`config.mk`:
```
export PLATFORM = sky130hd
export DESIGN_NAME = wt_top
export DESIGN_NICKNAME = d
export VERILOG_FILES = /design/src/core/wt_pkg.sv /design/src/core/wt_sticky.sv /design/src/core/wt_unit_div.sv /design/src/core/wt_top.sv
export SDC_FILE = /design/constraint.sdc
export NUM_CORES = 1
export LEC_CHECK = 0
export ABC_AREA = 0
export BUFFER_PORTS_ARGS = -buffer_cell sky130_fd_sc_hd__buf_2
export CAP_MARGIN = 20
export CORE_ASPECT_RATIO = 0.8
export CORE_UTILIZATION = 45
export CTS_BUF_LIST = sky130_fd_sc_hd__clkbuf_4
export CTS_CLUSTER_SIZE = 16
export DETAILED_ROUTE_END_ITERATION = 7
export PLACE_DENSITY = 0.66
export SLEW_MARGIN = 20
export SYNTH_ARGS = -nofsm -noshare
export SYNTH_HDL_FRONTEND = slang
export SYNTH_SLANG_ARGS = --single-unit
```
`constraint.sdc`:
```
create_clock -name clk -period 4.16 [get_ports clk]
set_input_delay 0.208 -clock clk [delete_from_list [all_inputs] [get_ports clk]]
set_output_delay 0.208 -clock clk [all_outputs]
set_load 0.02 [all_outputs]
```
`src/core/wt_pkg.sv`:
```
// Purpose: Shared constants and types of the wake-up timer block
// Assumes: APB slave with 32-bit data, one aligned word per register
// Notes: Byte address of a register is four times its index
package wt_pkg;

    ////////////////////////////////////////////////////////////////////////
    // Bus geometry
    localparam int APB_AW = 12;
    localparam int APB_DW = 32;
    localparam int IDX_W = 10;

    ////////////////////////////////////////////////////////////////////////
    // Register indices and byte addresses
    localparam logic [IDX_W-1:0] IDX_EXP_CFG = 10'h014;
    localparam logic [IDX_W-1:0] IDX_MANT_HI_CFG = 10'h015;
    localparam logic [IDX_W-1:0] IDX_MANT_LO_CFG = 10'h016;
    localparam logic [IDX_W-1:0] IDX_CNT_HI_LIVE = 10'h017;
    localparam logic [IDX_W-1:0] IDX_CNT_LO_LIVE = 10'h018;
    localparam logic [IDX_W-1:0] IDX_IRQ_STATUS = 10'h020;
    localparam logic [IDX_W-1:0] IDX_IRQ_MASK = 10'h021;
    localparam logic [IDX_W-1:0] IDX_PIN_SEL = 10'h022;
    localparam logic [APB_AW-1:0] ADDR_EXP_CFG = {IDX_EXP_CFG, 2'b00};
    localparam logic [APB_AW-1:0] ADDR_MANT_HI_CFG = {IDX_MANT_HI_CFG, 2'b00};
    localparam logic [APB_AW-1:0] ADDR_MANT_LO_CFG = {IDX_MANT_LO_CFG, 2'b00};
    localparam logic [APB_AW-1:0] ADDR_CNT_HI_LIVE = {IDX_CNT_HI_LIVE, 2'b00};
    localparam logic [APB_AW-1:0] ADDR_CNT_LO_LIVE = {IDX_CNT_LO_LIVE, 2'b00};
    localparam logic [APB_AW-1:0] ADDR_IRQ_STATUS = {IDX_IRQ_STATUS, 2'b00};
    localparam logic [APB_AW-1:0] ADDR_IRQ_MASK = {IDX_IRQ_MASK, 2'b00};
    localparam logic [APB_AW-1:0] ADDR_PIN_SEL = {IDX_PIN_SEL, 2'b00};

    ////////////////////////////////////////////////////////////////////////
    // Field layout
    localparam int EXP_W = 5;
    localparam int MANT_W = 16;
    localparam int BYTE_W = 8;
    localparam int IRQ_W = 1;
    localparam int IRQ_BIT_EXPIRED = 0;
    localparam int PIN_SEL_W = 5;

    ////////////////////////////////////////////////////////////////////////
    // Reset values and the wake pin function code
    localparam logic [EXP_W-1:0] EXP_RESET = 5'h03;
    localparam logic [BYTE_W-1:0] MANT_HI_RESET = 8'h00;
    localparam logic [BYTE_W-1:0] MANT_LO_RESET = 8'h01;
    localparam logic [IRQ_W-1:0] IRQ_MASK_RESET = 1'h0;
    localparam logic [PIN_SEL_W-1:0] PIN_SEL_RESET = 5'h00;
    localparam logic [PIN_SEL_W-1:0] PIN_FUNC_WAKE = 5'h01;

    ////////////////////////////////////////////////////////////////////////
    // Timing: interval = UNIT_TICKS * M * 2^R slow ticks, slow rate 32.768 kHz
    localparam int SLOW_CLK_HZ = 32768;
    localparam int UNIT_TICKS = 4;
    localparam logic [EXP_W-1:0] EXP_MAX = 5'h14;
    localparam int PRE_W = 22;

    ////////////////////////////////////////////////////////////////////////
    // Types
    typedef struct packed {
        logic [EXP_W-1:0] exponent;
        logic [MANT_W-1:0] mantissa;
    } wt_cfg_t;

    typedef enum logic [1:0] {
        WT_AP_IDLE = 2'b01,
        WT_AP_RESP = 2'b10
    } wt_ap_state_t;

endpackage

```
`src/core/wt_sticky.sv`:
```
// Purpose: Sticky event flags with write-one-to-clear
// Assumes: Set and clear are one-cycle requests on clk
// Notes: A set in the same cycle as a clear wins
`timescale 1ns/1ps
module wt_sticky #(
    parameter int W = 1
) (
    input wire logic clk,
    input wire logic sys_rst,
    input wire logic [W-1:0] set_in,
    input wire logic [W-1:0] clr_in,
    output logic [W-1:0] flag_reg
);

    ////////////////////////////////////////////////////////////////////////
    // Flag storage
    always_ff @(posedge clk or posedge sys_rst) begin
        if (sys_rst) begin
            flag_reg <= '0;
        end else begin
            flag_reg <= (flag_reg & ~clr_in) | set_in;
        end
    end

endmodule

```
`src/core/wt_unit_div.sv`:
```
// Purpose: Divides slow ticks into mantissa units of 4 * 2^R ticks
// Assumes: Exponent already limited; tick is a one-cycle pulse on clk
// Notes: Cleared and silent while run is low
`timescale 1ns/1ps
module wt_unit_div
    import wt_pkg::*;
(
    input wire logic clk,
    input wire logic sys_rst,
    input wire logic run,
    input wire logic tick,
    input wire logic [EXP_W-1:0] exp_eff,
    output logic unit_done_reg
);

    logic [PRE_W-1:0] pre_reg;
    logic [PRE_W:0] span;
    logic [PRE_W:0] span_m1;
    logic [PRE_W-1:0] term;

    ////////////////////////////////////////////////////////////////////////
    // Unit length in ticks, minus one
    always_comb begin
        span = (PRE_W+1)'(UNIT_TICKS) << exp_eff; // RULE1
        span_m1 = span - (PRE_W+1)'(1);
        term = span_m1[PRE_W-1:0];
    end

    ////////////////////////////////////////////////////////////////////////
    // Tick counter
    always_ff @(posedge clk or posedge sys_rst) begin
        if (sys_rst) begin
            pre_reg <= '0;
            unit_done_reg <= 1'b0;
        end else if (!run) begin
            pre_reg <= '0; // RULE13
            unit_done_reg <= 1'b0;
        end else if (tick && pre_reg >= term) begin
            pre_reg <= '0; // RULE12
            unit_done_reg <= 1'b1;
        end else begin
            pre_reg <= tick ? pre_reg + PRE_W'(1) : pre_reg;
            unit_done_reg <= 1'b0;
        end
    end

endmodule

```
`src/core/wt_top.sv`:
```
// Purpose: Wake-up timer with APB registers, expiry interrupt and pin output
// Assumes: lp_tick pulses once per 32.768 kHz period, synchronous to clk
// Notes: timer_en comes from the enable owner outside this block
//
// Operation
// RULE1: Interval is 4 * M * 2^R slow-clock periods, i.e. divided by 32.768 in ms.
// RULE2: Exponent sits in bits 4:0 of its register; bits 7:5 reserved.
// RULE3: Exponents above 20 behave exactly as 20.
// RULE4: Exponent zero is legal, giving units of four slow ticks.
// RULE5: Mantissa is built from a high byte and a low byte register.
// RULE6: Software never writes zero into the mantissa low byte.
// RULE7: Live count readable in two read-only bytes, high first; writes ignored.
// RULE8: Software disables the timer before changing settings, then re-enables.
// RULE9: Exponent resets to 00011; reserved bits have no defined value.
// RULE10: Mantissa high byte resets to zero.
// RULE11: Selectable pin function goes high once the timer has expired.
// RULE12: Count units, raise expiry when count reaches mantissa, then restart.
// RULE13: Timer halted and cleared while enable is low, starts from zero.
//
// Our own choice: register access over APB.
`timescale 1ns/1ps
module wt_top
    import wt_pkg::*;
(
    input wire logic clk,
    input wire logic sys_rst,
    input wire logic timer_en,
    input wire logic lp_tick,
    input wire logic psel,
    input wire logic penable,
    input wire logic pwrite,
    input wire logic [APB_AW-1:0] paddr,
    input wire logic [APB_DW-1:0] pwdata,
    output logic [APB_DW-1:0] prdata,
    output logic pready,
    output logic pslverr,
    output logic irq,
    output logic wake_pin
);

    ////////////////////////////////////////////////////////////////////////
    // Declarations
    wt_cfg_t cfg_reg;
    wt_ap_state_t ap_state_reg;
    logic [APB_DW-1:0] prdata_reg;
    logic [APB_DW-1:0] rd_next;
    logic pready_reg;
    logic pslverr_reg;
    logic irq_reg;
    logic wake_pin_reg;
    logic [IRQ_W-1:0] irq_mask_reg;
    logic [IRQ_W-1:0] irq_status;
    logic [IRQ_W-1:0] irq_set;
    logic [IRQ_W-1:0] irq_clr;
    logic [PIN_SEL_W-1:0] pin_sel_reg;
    logic [MANT_W-1:0] count_reg;
    logic [MANT_W-1:0] count_inc;
    logic expire_reg;
    logic unit_done;
    logic [EXP_W-1:0] exp_eff;
    logic [IDX_W-1:0] idx;
    logic aligned;
    logic hit;
    logic wr_fire;
    logic take;
    logic expire_hit;
    logic sel_exp;
    logic sel_mant_hi;
    logic sel_mant_lo;
    logic sel_cnt_hi;
    logic sel_cnt_lo;
    logic sel_status;
    logic sel_mask;
    logic sel_pin;
    logic wr_exp;
    logic wr_mant_hi;
    logic wr_mant_lo;
    logic wr_status;
    logic wr_mask;
    logic wr_pin;

    ////////////////////////////////////////////////////////////////////////
    // Address decode
    assign idx = paddr[APB_AW-1:2];
    assign aligned = (paddr[1:0] == 2'b00);

    ////////////////////////////////////////////////////////////////////////
    // Register selects
    assign sel_exp = (idx == IDX_EXP_CFG);
    assign sel_mant_hi = (idx == IDX_MANT_HI_CFG);
    assign sel_mant_lo = (idx == IDX_MANT_LO_CFG);
    assign sel_cnt_hi = (idx == IDX_CNT_HI_LIVE);
    assign sel_cnt_lo = (idx == IDX_CNT_LO_LIVE);
    assign sel_status = (idx == IDX_IRQ_STATUS);
    assign sel_mask = (idx == IDX_IRQ_MASK);
    assign sel_pin = (idx == IDX_PIN_SEL);
    assign hit = aligned && (sel_exp || sel_mant_hi || sel_mant_lo || sel_cnt_hi
        || sel_cnt_lo || sel_status || sel_mask || sel_pin);

    ////////////////////////////////////////////////////////////////////////
    // Read data mux
    always_comb begin
        rd_next = '0;
        case (idx)
            IDX_EXP_CFG: begin
                rd_next[EXP_W-1:0] = cfg_reg.exponent; // RULE2
            end
            IDX_MANT_HI_CFG: begin
                rd_next[BYTE_W-1:0] = cfg_reg.mantissa[MANT_W-1:BYTE_W]; // RULE5
            end
            IDX_MANT_LO_CFG: begin
                rd_next[BYTE_W-1:0] = cfg_reg.mantissa[BYTE_W-1:0]; // RULE5
            end
            IDX_CNT_HI_LIVE: begin
                rd_next[BYTE_W-1:0] = count_reg[MANT_W-1:BYTE_W]; // RULE7
            end
            IDX_CNT_LO_LIVE: begin
                rd_next[BYTE_W-1:0] = count_reg[BYTE_W-1:0]; // RULE7
            end
            IDX_IRQ_STATUS: begin
                rd_next[IRQ_W-1:0] = irq_status;
            end
            IDX_IRQ_MASK: begin
                rd_next[IRQ_W-1:0] = irq_mask_reg;
            end
            IDX_PIN_SEL: begin
                rd_next[PIN_SEL_W-1:0] = pin_sel_reg;
            end
            default: begin
                rd_next = '0;
            end
        endcase
        if (!aligned) begin
            rd_next = '0;
        end
    end

    ////////////////////////////////////////////////////////////////////////
    // APB handshake: one wait state, write lands on the edge with pready high
    always_ff @(posedge clk or posedge sys_rst) begin
        if (sys_rst) begin
            ap_state_reg <= WT_AP_IDLE;
            pready_reg <= 1'b0;
            pslverr_reg <= 1'b0;
            prdata_reg <= '0;
        end else begin
            case (ap_state_reg)
                WT_AP_IDLE: begin
                    if (take) begin
                        ap_state_reg <= WT_AP_RESP;
                        pready_reg <= 1'b1;
                        pslverr_reg <= !hit;
                        prdata_reg <= pwrite ? '0 : rd_next;
                    end
                end
                WT_AP_RESP: begin
                    ap_state_reg <= WT_AP_IDLE;
                    pready_reg <= 1'b0;
                    pslverr_reg <= 1'b0;
                    prdata_reg <= '0;
                end
                default: begin
                    ap_state_reg <= WT_AP_IDLE;
                    pready_reg <= 1'b0;
                    pslverr_reg <= 1'b0;
                    prdata_reg <= '0;
                end
            endcase
        end
    end

    assign take = (ap_state_reg == WT_AP_IDLE) && psel && penable;
    assign wr_fire = (ap_state_reg == WT_AP_RESP) && psel && penable && pwrite
        && !pslverr_reg;

    ////////////////////////////////////////////////////////////////////////
    // Write strobes; live count indices have none
    assign wr_exp = wr_fire && sel_exp;
    assign wr_mant_hi = wr_fire && sel_mant_hi;
    assign wr_mant_lo = wr_fire && sel_mant_lo;
    assign wr_status = wr_fire && sel_status;
    assign wr_mask = wr_fire && sel_mask;
    assign wr_pin = wr_fire && sel_pin;

    ////////////////////////////////////////////////////////////////////////
    // Configuration registers; live count indices have no write path
    always_ff @(posedge clk or posedge sys_rst) begin
        if (sys_rst) begin
            cfg_reg.exponent <= EXP_RESET; // RULE9
            cfg_reg.mantissa <= {MANT_HI_RESET, MANT_LO_RESET}; // RULE10
        end else begin
            if (wr_exp) begin
                cfg_reg.exponent <= pwdata[EXP_W-1:0]; // RULE2
            end
            if (wr_mant_hi) begin
                cfg_reg.mantissa[MANT_W-1:BYTE_W] <= pwdata[BYTE_W-1:0]; // RULE5
            end
            if (wr_mant_lo) begin
                cfg_reg.mantissa[BYTE_W-1:0] <= pwdata[BYTE_W-1:0]; // RULE5
            end
        end
    end

    always_ff @(posedge clk or posedge sys_rst) begin
        if (sys_rst) begin
            irq_mask_reg <= IRQ_MASK_RESET;
        end else if (wr_mask) begin
            irq_mask_reg <= pwdata[IRQ_W-1:0];
        end
    end

    always_ff @(posedge clk or posedge sys_rst) begin
        if (sys_rst) begin
            pin_sel_reg <= PIN_SEL_RESET;
        end else if (wr_pin) begin
            pin_sel_reg <= pwdata[PIN_SEL_W-1:0];
        end
    end

    ////////////////////////////////////////////////////////////////////////
    // Exponent limit and unit divider
    always_comb begin
        if (cfg_reg.exponent > EXP_MAX) begin
            exp_eff = EXP_MAX; // RULE3
        end else begin
            exp_eff = cfg_reg.exponent; // RULE4
        end
    end

    wt_unit_div u_div (
        .clk(clk),
        .sys_rst(sys_rst),
        .run(timer_en),
        .tick(lp_tick),
        .exp_eff(exp_eff),
        .unit_done_reg(unit_done)
    ); // RULE4

    ////////////////////////////////////////////////////////////////////////
    // Mantissa counter and expiry; settings are live, software halts first
    assign count_inc = count_reg + MANT_W'(1);
    assign expire_hit = unit_done && (count_inc >= cfg_reg.mantissa);

    always_ff @(posedge clk or posedge sys_rst) begin
        if (sys_rst) begin
            count_reg <= '0;
        end else if (!timer_en) begin
            count_reg <= '0; // RULE13
        end else if (expire_hit) begin
            count_reg <= '0; // RULE12
        end else if (unit_done) begin
            count_reg <= count_inc;
        end
    end

    always_ff @(posedge clk or posedge sys_rst) begin
        if (sys_rst) begin
            expire_reg <= 1'b0;
        end else begin
            expire_reg <= timer_en && expire_hit; // RULE12
        end
    end

    ////////////////////////////////////////////////////////////////////////
    // Interrupt status, mask and output
    always_comb begin
        irq_set = '0;
        irq_set[IRQ_BIT_EXPIRED] = expire_reg;
        irq_clr = wr_status ? pwdata[IRQ_W-1:0] : '0;
    end

    wt_sticky #(
        .W(IRQ_W)
    ) u_status (
        .clk(clk),
        .sys_rst(sys_rst),
        .set_in(irq_set),
        .clr_in(irq_clr),
        .flag_reg(irq_status)
    );

    always_ff @(posedge clk or posedge sys_rst) begin
        if (sys_rst) begin
            irq_reg <= 1'b0;
        end else begin
            irq_reg <= |(irq_status & irq_mask_reg);
        end
    end

    always_ff @(posedge clk or posedge sys_rst) begin
        if (sys_rst) begin
            wake_pin_reg <= 1'b0;
        end else begin
            wake_pin_reg <= (pin_sel_reg == PIN_FUNC_WAKE)
                && irq_status[IRQ_BIT_EXPIRED]; // RULE11
        end
    end

    ////////////////////////////////////////////////////////////////////////
    // Outputs
    assign prdata = prdata_reg;
    assign pready = pready_reg;
    assign pslverr = pslverr_reg;
    assign irq = irq_reg;
    assign wake_pin = wake_pin_reg;

endmodule

```
### Word level (Yosys, flattened, before mapping)

Cells that the tools add are included.

* register bits after elaboration: 106
* bits of input ports: 51
* output and inout port bits: 36
* logic and storage cells: 91

* add/subtract/negate cells: 3
* magnitude comparators: 3
* equal/unequal tests: 14
* shift-type cells: 1
* muxes and demuxes: 23
* bitwise gates (word level): 4
* reduce and logical (&&, ||, !) cells: 27

Operators by type and width (count)
* $mux W32: 3
* $mux W22: 3
* $eq A10 B5 Y1 const B: 5
* $mux W16: 3
* $eq A10 B6 Y1 const B: 3
* $pmux W4 S6: 1
* $add A22 B1 Y22 const B: 1
* $ge A22 B22 Y1: 1
* $shl A3 B5 Y22 const A: 1
* $sub A22 B1 Y22 const B: 1
* $logic_and A1 B1 Y1: 17
* $add A16 B1 Y16 const B: 1
* $ge A16 B16 Y1: 1
* $pmux W3 S4: 1
* $mux W8: 1
* $pmux W1 S8: 1
* $logic_or A1 B1 Y1: 7
* $mux W1: 7
* $ne A3 B1 Y1 const B: 2
* $eq A5 B1 Y1 const B: 1
* $gt A5 B5 Y1 const B: 1
* $mux W5: 1
* $mux W2: 2
* $and A1 B1 Y1: 2
* other kinds (7): 8

### Logic depth before layout (Yosys ltp)

* depth after elaboration: 12
* depth in mapped cells: 20
* depth with buffers taken out: 17

### Modules after synthesis

Synthesis repeated with hierarchy kept, for this count alone.

* cell total of the unflattened synthesis: 593
* area total of the unflattened synthesis: 5611.6 um2

Modules (own cells, without submodules)
* wt_top: times used 1, cells each 336, area an instance 3545.9 um2, sequential area each 1431.4 um2
* wt_unit_div: times used 1, cells each 253, area an instance 2025.7 um2, sequential area each 575.6 um2
* wt_sticky: times used 1, cells each 4, area an instance 40.0 um2, sequential area each 25.0 um2

### Worst setup path before layout

Ideal clock, no wire load.

* path kind: register -> register
* from: register cfg_reg[18] (netlist bit)
* to: register u_div.pre_reg[5]
* library setup time: 121 ps
* arrival: 3701 ps
* required time: 4039 ps
* path slack: 338 ps
* stages on the path, launching flop included: 17
* path buffers: 3
* clock period less this slack: 3822 ps
* cell sequence: dfrtp_1 > or2_2 > clkbuf_1 > nor2_1 > nand3_1 > ha_1 > nor3_1 > a21oi_1 > o31a_1 > ha_1 > nand4_1 > or4_1 > o2111a_1 > buf_6 > and2_4 > buf_6 > a22o_1

* cells in the longest elaborated chain, start to end: 8
* elaborated cells on any way between the ends: 9
* classes of those cells: add/sub: 1; order compare: 2; eq/ne: 1; shift: 1; mux: 3; reduce/logical: 1

RTL lines
* from (decl): line wt_top.sv:43 `wt_cfg_t cfg_reg;`
* $gt A5 B5 Y1: line wt_top.sv:223 `if (cfg_reg.exponent > EXP_MAX) begin`
* $mux W5 (*): line wt_top.sv:223
* $shl A3 B5 Y22 (*): line wt_unit_div.sv:24 `span = (PRE_W+1)'(UNIT_TICKS) << exp_eff;`
* $sub A22 B1 Y22 (*): line wt_unit_div.sv:25 `span_m1 = span - (PRE_W+1)'(1);`
* $ge A22 B22 Y1 (*): line wt_unit_div.sv:38 `end else if (tick && pre_reg >= term) begin`
* $logic_and A1 B1 Y1 (*): line wt_unit_div.sv:38
* $mux W22: line wt_unit_div.sv:38
* $mux W22: line wt_unit_div.sv:35 `end else if (!run) begin`
* to (signal assigned): line wt_unit_div.sv:42 `pre_reg <= tick ? pre_reg + PRE_W'(1) : pre_reg;`
* to (decl): line wt_unit_div.sv:16 `logic [PRE_W-1:0] pre_reg;`

Mark *: on every way between the ends. The rest lies on a longest branch, timed or not.
A chain may end at the register's enable or synchronous reset.

### Worst setup path in the final report

Same ends and word-level chain as after synthesis.

==> results.rst <==
.. list-table::
   :header-rows: 1

   * - Metric
     - Value
   * - Result of the run
     - finished with violations
   * - Failing checks
     - DRC
   * - Routed WL per cell
     - around 16 um
   * - Crit-path leading delay family
     - simple AND/OR/NAND/NOR gates
   * - Simple logic cell fraction of the synthesized area
     - about 19%
   * - Drt first-iter violations
     - 288
   * - Antenna Violating Nets Remaining
     - 0
   * - Boundary Pins
     - a little under 90
   * - Number of maximum-capacitance violations
     - 0
   * - Number of buffer and inverter stages on the critical path
     - 0
   * - Worst Reg-to-Reg Cells
     - 15
   * - Final TNS setup
     - 0 ns
   * - Aggregate global routing overflow
     - 0
   * - Nature of the critical path startpoint
     - flip-flop
   * - Total clock sinks
     - 81
   * - Startpoint of the lowest-slack register-to-register path
     - cfg_reg[18]
   * - RD Place Congestion
     - slightly below 0.9
   * - Largest family of logic cells by synthesized area
     - simple AND/OR/NAND/NOR gates
   * - Cell chosen for the clock root
     - clkbuf_4
   * - Overall Global Routing Usage
     - a little over a fifth
   * - Num CTS Buffers
     - 9
   * - Starting Density
     - ~47%
   * - Chip height
     - between 100 and 150 um
   * - IO buf count
     - 38
   * - Total vias in the final route
     - approximately 4500
   * - Final cycle utilization of the critical path
     - 92.41%
   * - Area added between synthesis and finish
     - 8.387%
   * - Post-synthesis xor/xnor area fraction
     - between 2 and 2.5%
   * - Mux cell area share after synthesis
     - around 8.2%
   * - R2R setup slack
     - around 0.32 ns
   * - Worst Clk Skew
     - 0.02378 ns
   * - Placement row count
     - 35
   * - Number of setup violations in the final report
     - 0
   * - Combined area of all synthesized cells
     - ~5400 sq um
   * - Number of distinct library cells after synthesis
     - 58
   * - Leading cell type in the layout, fill and taps excluded
     - dfrtp_1
   * - TritonCTS clock tree
     - yes
   * - End point of the critical path
     - u_div.pre_reg[5]
   * - Bufs on Longest Clock Path
     - 2
   * - Commonest register cell after synthesis
     - dfrtp_1
   * - Fraction of post-synthesis cell area in the top cell type by area
     - 35.39%
   * - Highest Clock Rate
     - ~260 MHz
   * - Highest-count cells in the layout ignoring fill and taps
     - dfrtp_1, nand2_1, nand3_1, ha_1, buf_2
   * - Fraction of registers with async set or reset after synthesis
     - between 90% and 100%
   * - Width of the die
     - 125.0 um
   * - Wire length of the first global-routing pass
     - 21140 um
   * - EDFF count, synth
     - 0
   * - Worst setup startpoint
     - cfg_reg[18]
   * - Initial antenna violation count
     - 0
   * - Data arrival time of the worst path
     - 4.18 ns
   * - Share of final-layout standard cells stronger than drive strength 1
     - 17.99%
   * - Maximum number of pins on one net before global-route repair
     - 59
   * - Fraction of the mapped netlist area in compound gates
     - between 15 and 20%
   * - Post-Route Utilization
     - just over 50%
   * - Unrepaired setup endpoints after global routing
     - false
   * - Htree depth
     - 3
   * - Flip-flop and latch count after synthesis
     - between 80 and 90
   * - Relative slew margins
     - 38.67%
   * - Number of cells produced by synthesis
     - just under 600
   * - Core region area
     - between 10000 and 15000 sq um
   * - Critical path capture point type
     - flip-flop
   * - Count of final max-slew check failures
     - 0
   * - Setup CP Type
     - flip-flop to flip-flop
   * - Kind of path behind the tightest hold check
     - primary input to flip-flop
   * - Count of final hold-check violations
     - 0
   * - Overall power of the completed layout
     - roughly 1.5 mW
   * - Worst voltage drop across the vdd grid
     - approximately 120 uV
   * - Largest cells by area after synthesis
     - dfrtp_1, ha_1, mux2_2, nand2_1, nand3_1
   * - Crit Path Max Fanout
     - 18
   * - Count of yosys warnings during synthesis
     - 0
   * - Final WL
     - between 10000 and 15000 um
   * - DRC viols
     - 16
   * - Ant diodes
     - 0
   * - Clock edge transition at the registers on the reported setup and hold paths
     - 0.16 ns
   * - Adder-cell area share of the yosys netlist
     - 8.961%
   * - Reported leakage power
     - between 2 and 3 nW
   * - Worst-Skew Late Latency
     - 0.45 ns
   * - Area of placed instances
     - roughly 5700 sq um
   * - Post-Synthesis Mean Instance Area
     - ~9.3 sq um
   * - Slew @ Worst Pin
     - slightly above 0.9 ns
   * - Worst endpoint required time
     - roughly 4.5 ns
   * - Synth area leader
     - dfrtp_1
   * - 1st-pass router iterations
     - 6
   * - Net total in the final layout
     - between 700 and 800
   * - Highest cell delay on the worst timing path
     - between 0.5 and 0.6 ns
   * - Minimum period implied by the final worst setup slack
     - just under 4 ns
   * - Max stage delay cell, worst path
     - or4_1
   * - PD cells
     - 262.4 nW/um^2
   * - HPWL after detailed placement
     - approximately 9500 um
   * - Total non-filler cell area in the finished layout
     - around 5900 sq um
   * - Via count of the first global-routing pass
     - roughly 4200
   * - Seq/Total Area, Yosys
     - 37.32%
   * - Cell Chain, Critical Path
     - or2_2, nor2_2, nand3_1, ha_1, nor2_1, a21boi_0, o21ai_0, a32oi_1, ha_1, nand4_1, or4_1, o2111a_2, nand2_4, o21ai_0, a22o_1
   * - Largest register FFs
     - 22
   * - Number of stages on the worst setup path
     - 15
   * - Average vias per placed instance
     - ~5.8
   * - Reg-to-reg critical path endpoint
     - u_div.pre_reg[5]
   * - DIE AREA
     - 12550 sq um
logic make-up (layout without fill, tap and decap cells):
family          after synthesis  count (layout)
flops                        81              81
simple gates                204             204
compound gates              136             136
mux                          36              36
fa+ha+maj                    39              39
buf+inv                      75              94
other cells                   1              24
xor+xnor                     14              14
layout make-up:
| cell class | instances | area (sq um) |
|---|---|---|
| Sequential cell | 81 | 2032 |
| Multi-Input combinational cell | 453 | 3117 |
| Fill cell | 1041 | 5747 |
| Timing Repair Buffer | 50 | 292.8 |
| Inverter | 28 | 107.6 |
| Clock buffer | 9 | 67.56 |
| Tap cell | 148 | 185.2 |
| Clock inverter | 7 | 100.1 |
power by group:
group | leakage [nW] | internal, mW | switching [mW]
combinational | 1.54 | 0.0590 | 0.116
clock | 0.0913 | 0.250 | 0.306
sequential | 1.11 | 0.802 | 0.0156
total | 2.74 | 1.11 | 0.438
cells in the mapped netlist (14+ instances only):
master	number
dfrtp_1	77
nand2_1	56
ha_1	39
nand3_1	39
a21oi_1	35
nor2_1	31
o21ai_0	31
mux2_2	29
inv_1	28
buf_4	25
clkbuf_1	17
a22o_1	14
metrics by stage:
stage / instances / setup WS (ns) / hold WS [ns]
after CTS: 776 / 0.1435 / 0.03021
after detailed placement: 755 / 0.1583 / 0.4601
final: 776 / 0.3158 / 0.05325
after floorplan: 609 / 0.3377 / 0.3303
after global routing: 776 / 0.01423 / 0.03569
after global placement: 755 / 0.2705 / 0.4592
worst min path at each step:
stage / endpoint / startpoint / cells after the start
3_5_place_dp: cfg_reg[7] / pwdata[7] / 2
2_1_floorplan: u_div.unit_done_reg / timer_en / 2
4_1_cts: ap_state_reg[0] / penable / 2
5_1_grt: pin_sel_reg[1] / pwdata[1] / 2
3_3_place_gp: u_div.pre_reg[10] / sys_rst / 2
6_report: ap_state_reg[0] / psel / 2
routing by layer:
metal,GRT usage [%],vias up,part of all wire (%),wire length (um)
li1,-,2163,-,-
met1,31.42,2150,49,6221
met2,32.19,173,43,5454
met3,4.211,15,6.7,850
met4,6.473,0,1.1,142
met5,0,-,0,0
worst register-to-register path, stage by stage, from the launching register on:
cell and delay (ns):
dfrtp_1 0.40, or2_2 0.35, nor2_2 0.18, nand3_1 0.10
ha_1 0.30, nor2_1 0.19, a21boi_0 0.11, o21ai_0 0.15
a32oi_1 0.08, ha_1 0.33, nand4_1 0.14, or4_1 0.59
o2111a_2 0.31, nand2_4 0.18, o21ai_0 0.12, a22o_1 0.21
repair_timing:
action / 4_1_cts / 5_1_grt
setup buffers: 0 / 0
gates resized for setup: 0 / 3
hold buffers: 5 / 0
hold endpoints to repair: 62 / 0
endpoints found under the setup margin: 0 / 21
No activity file was read; power rests on OpenSTA's default activity.
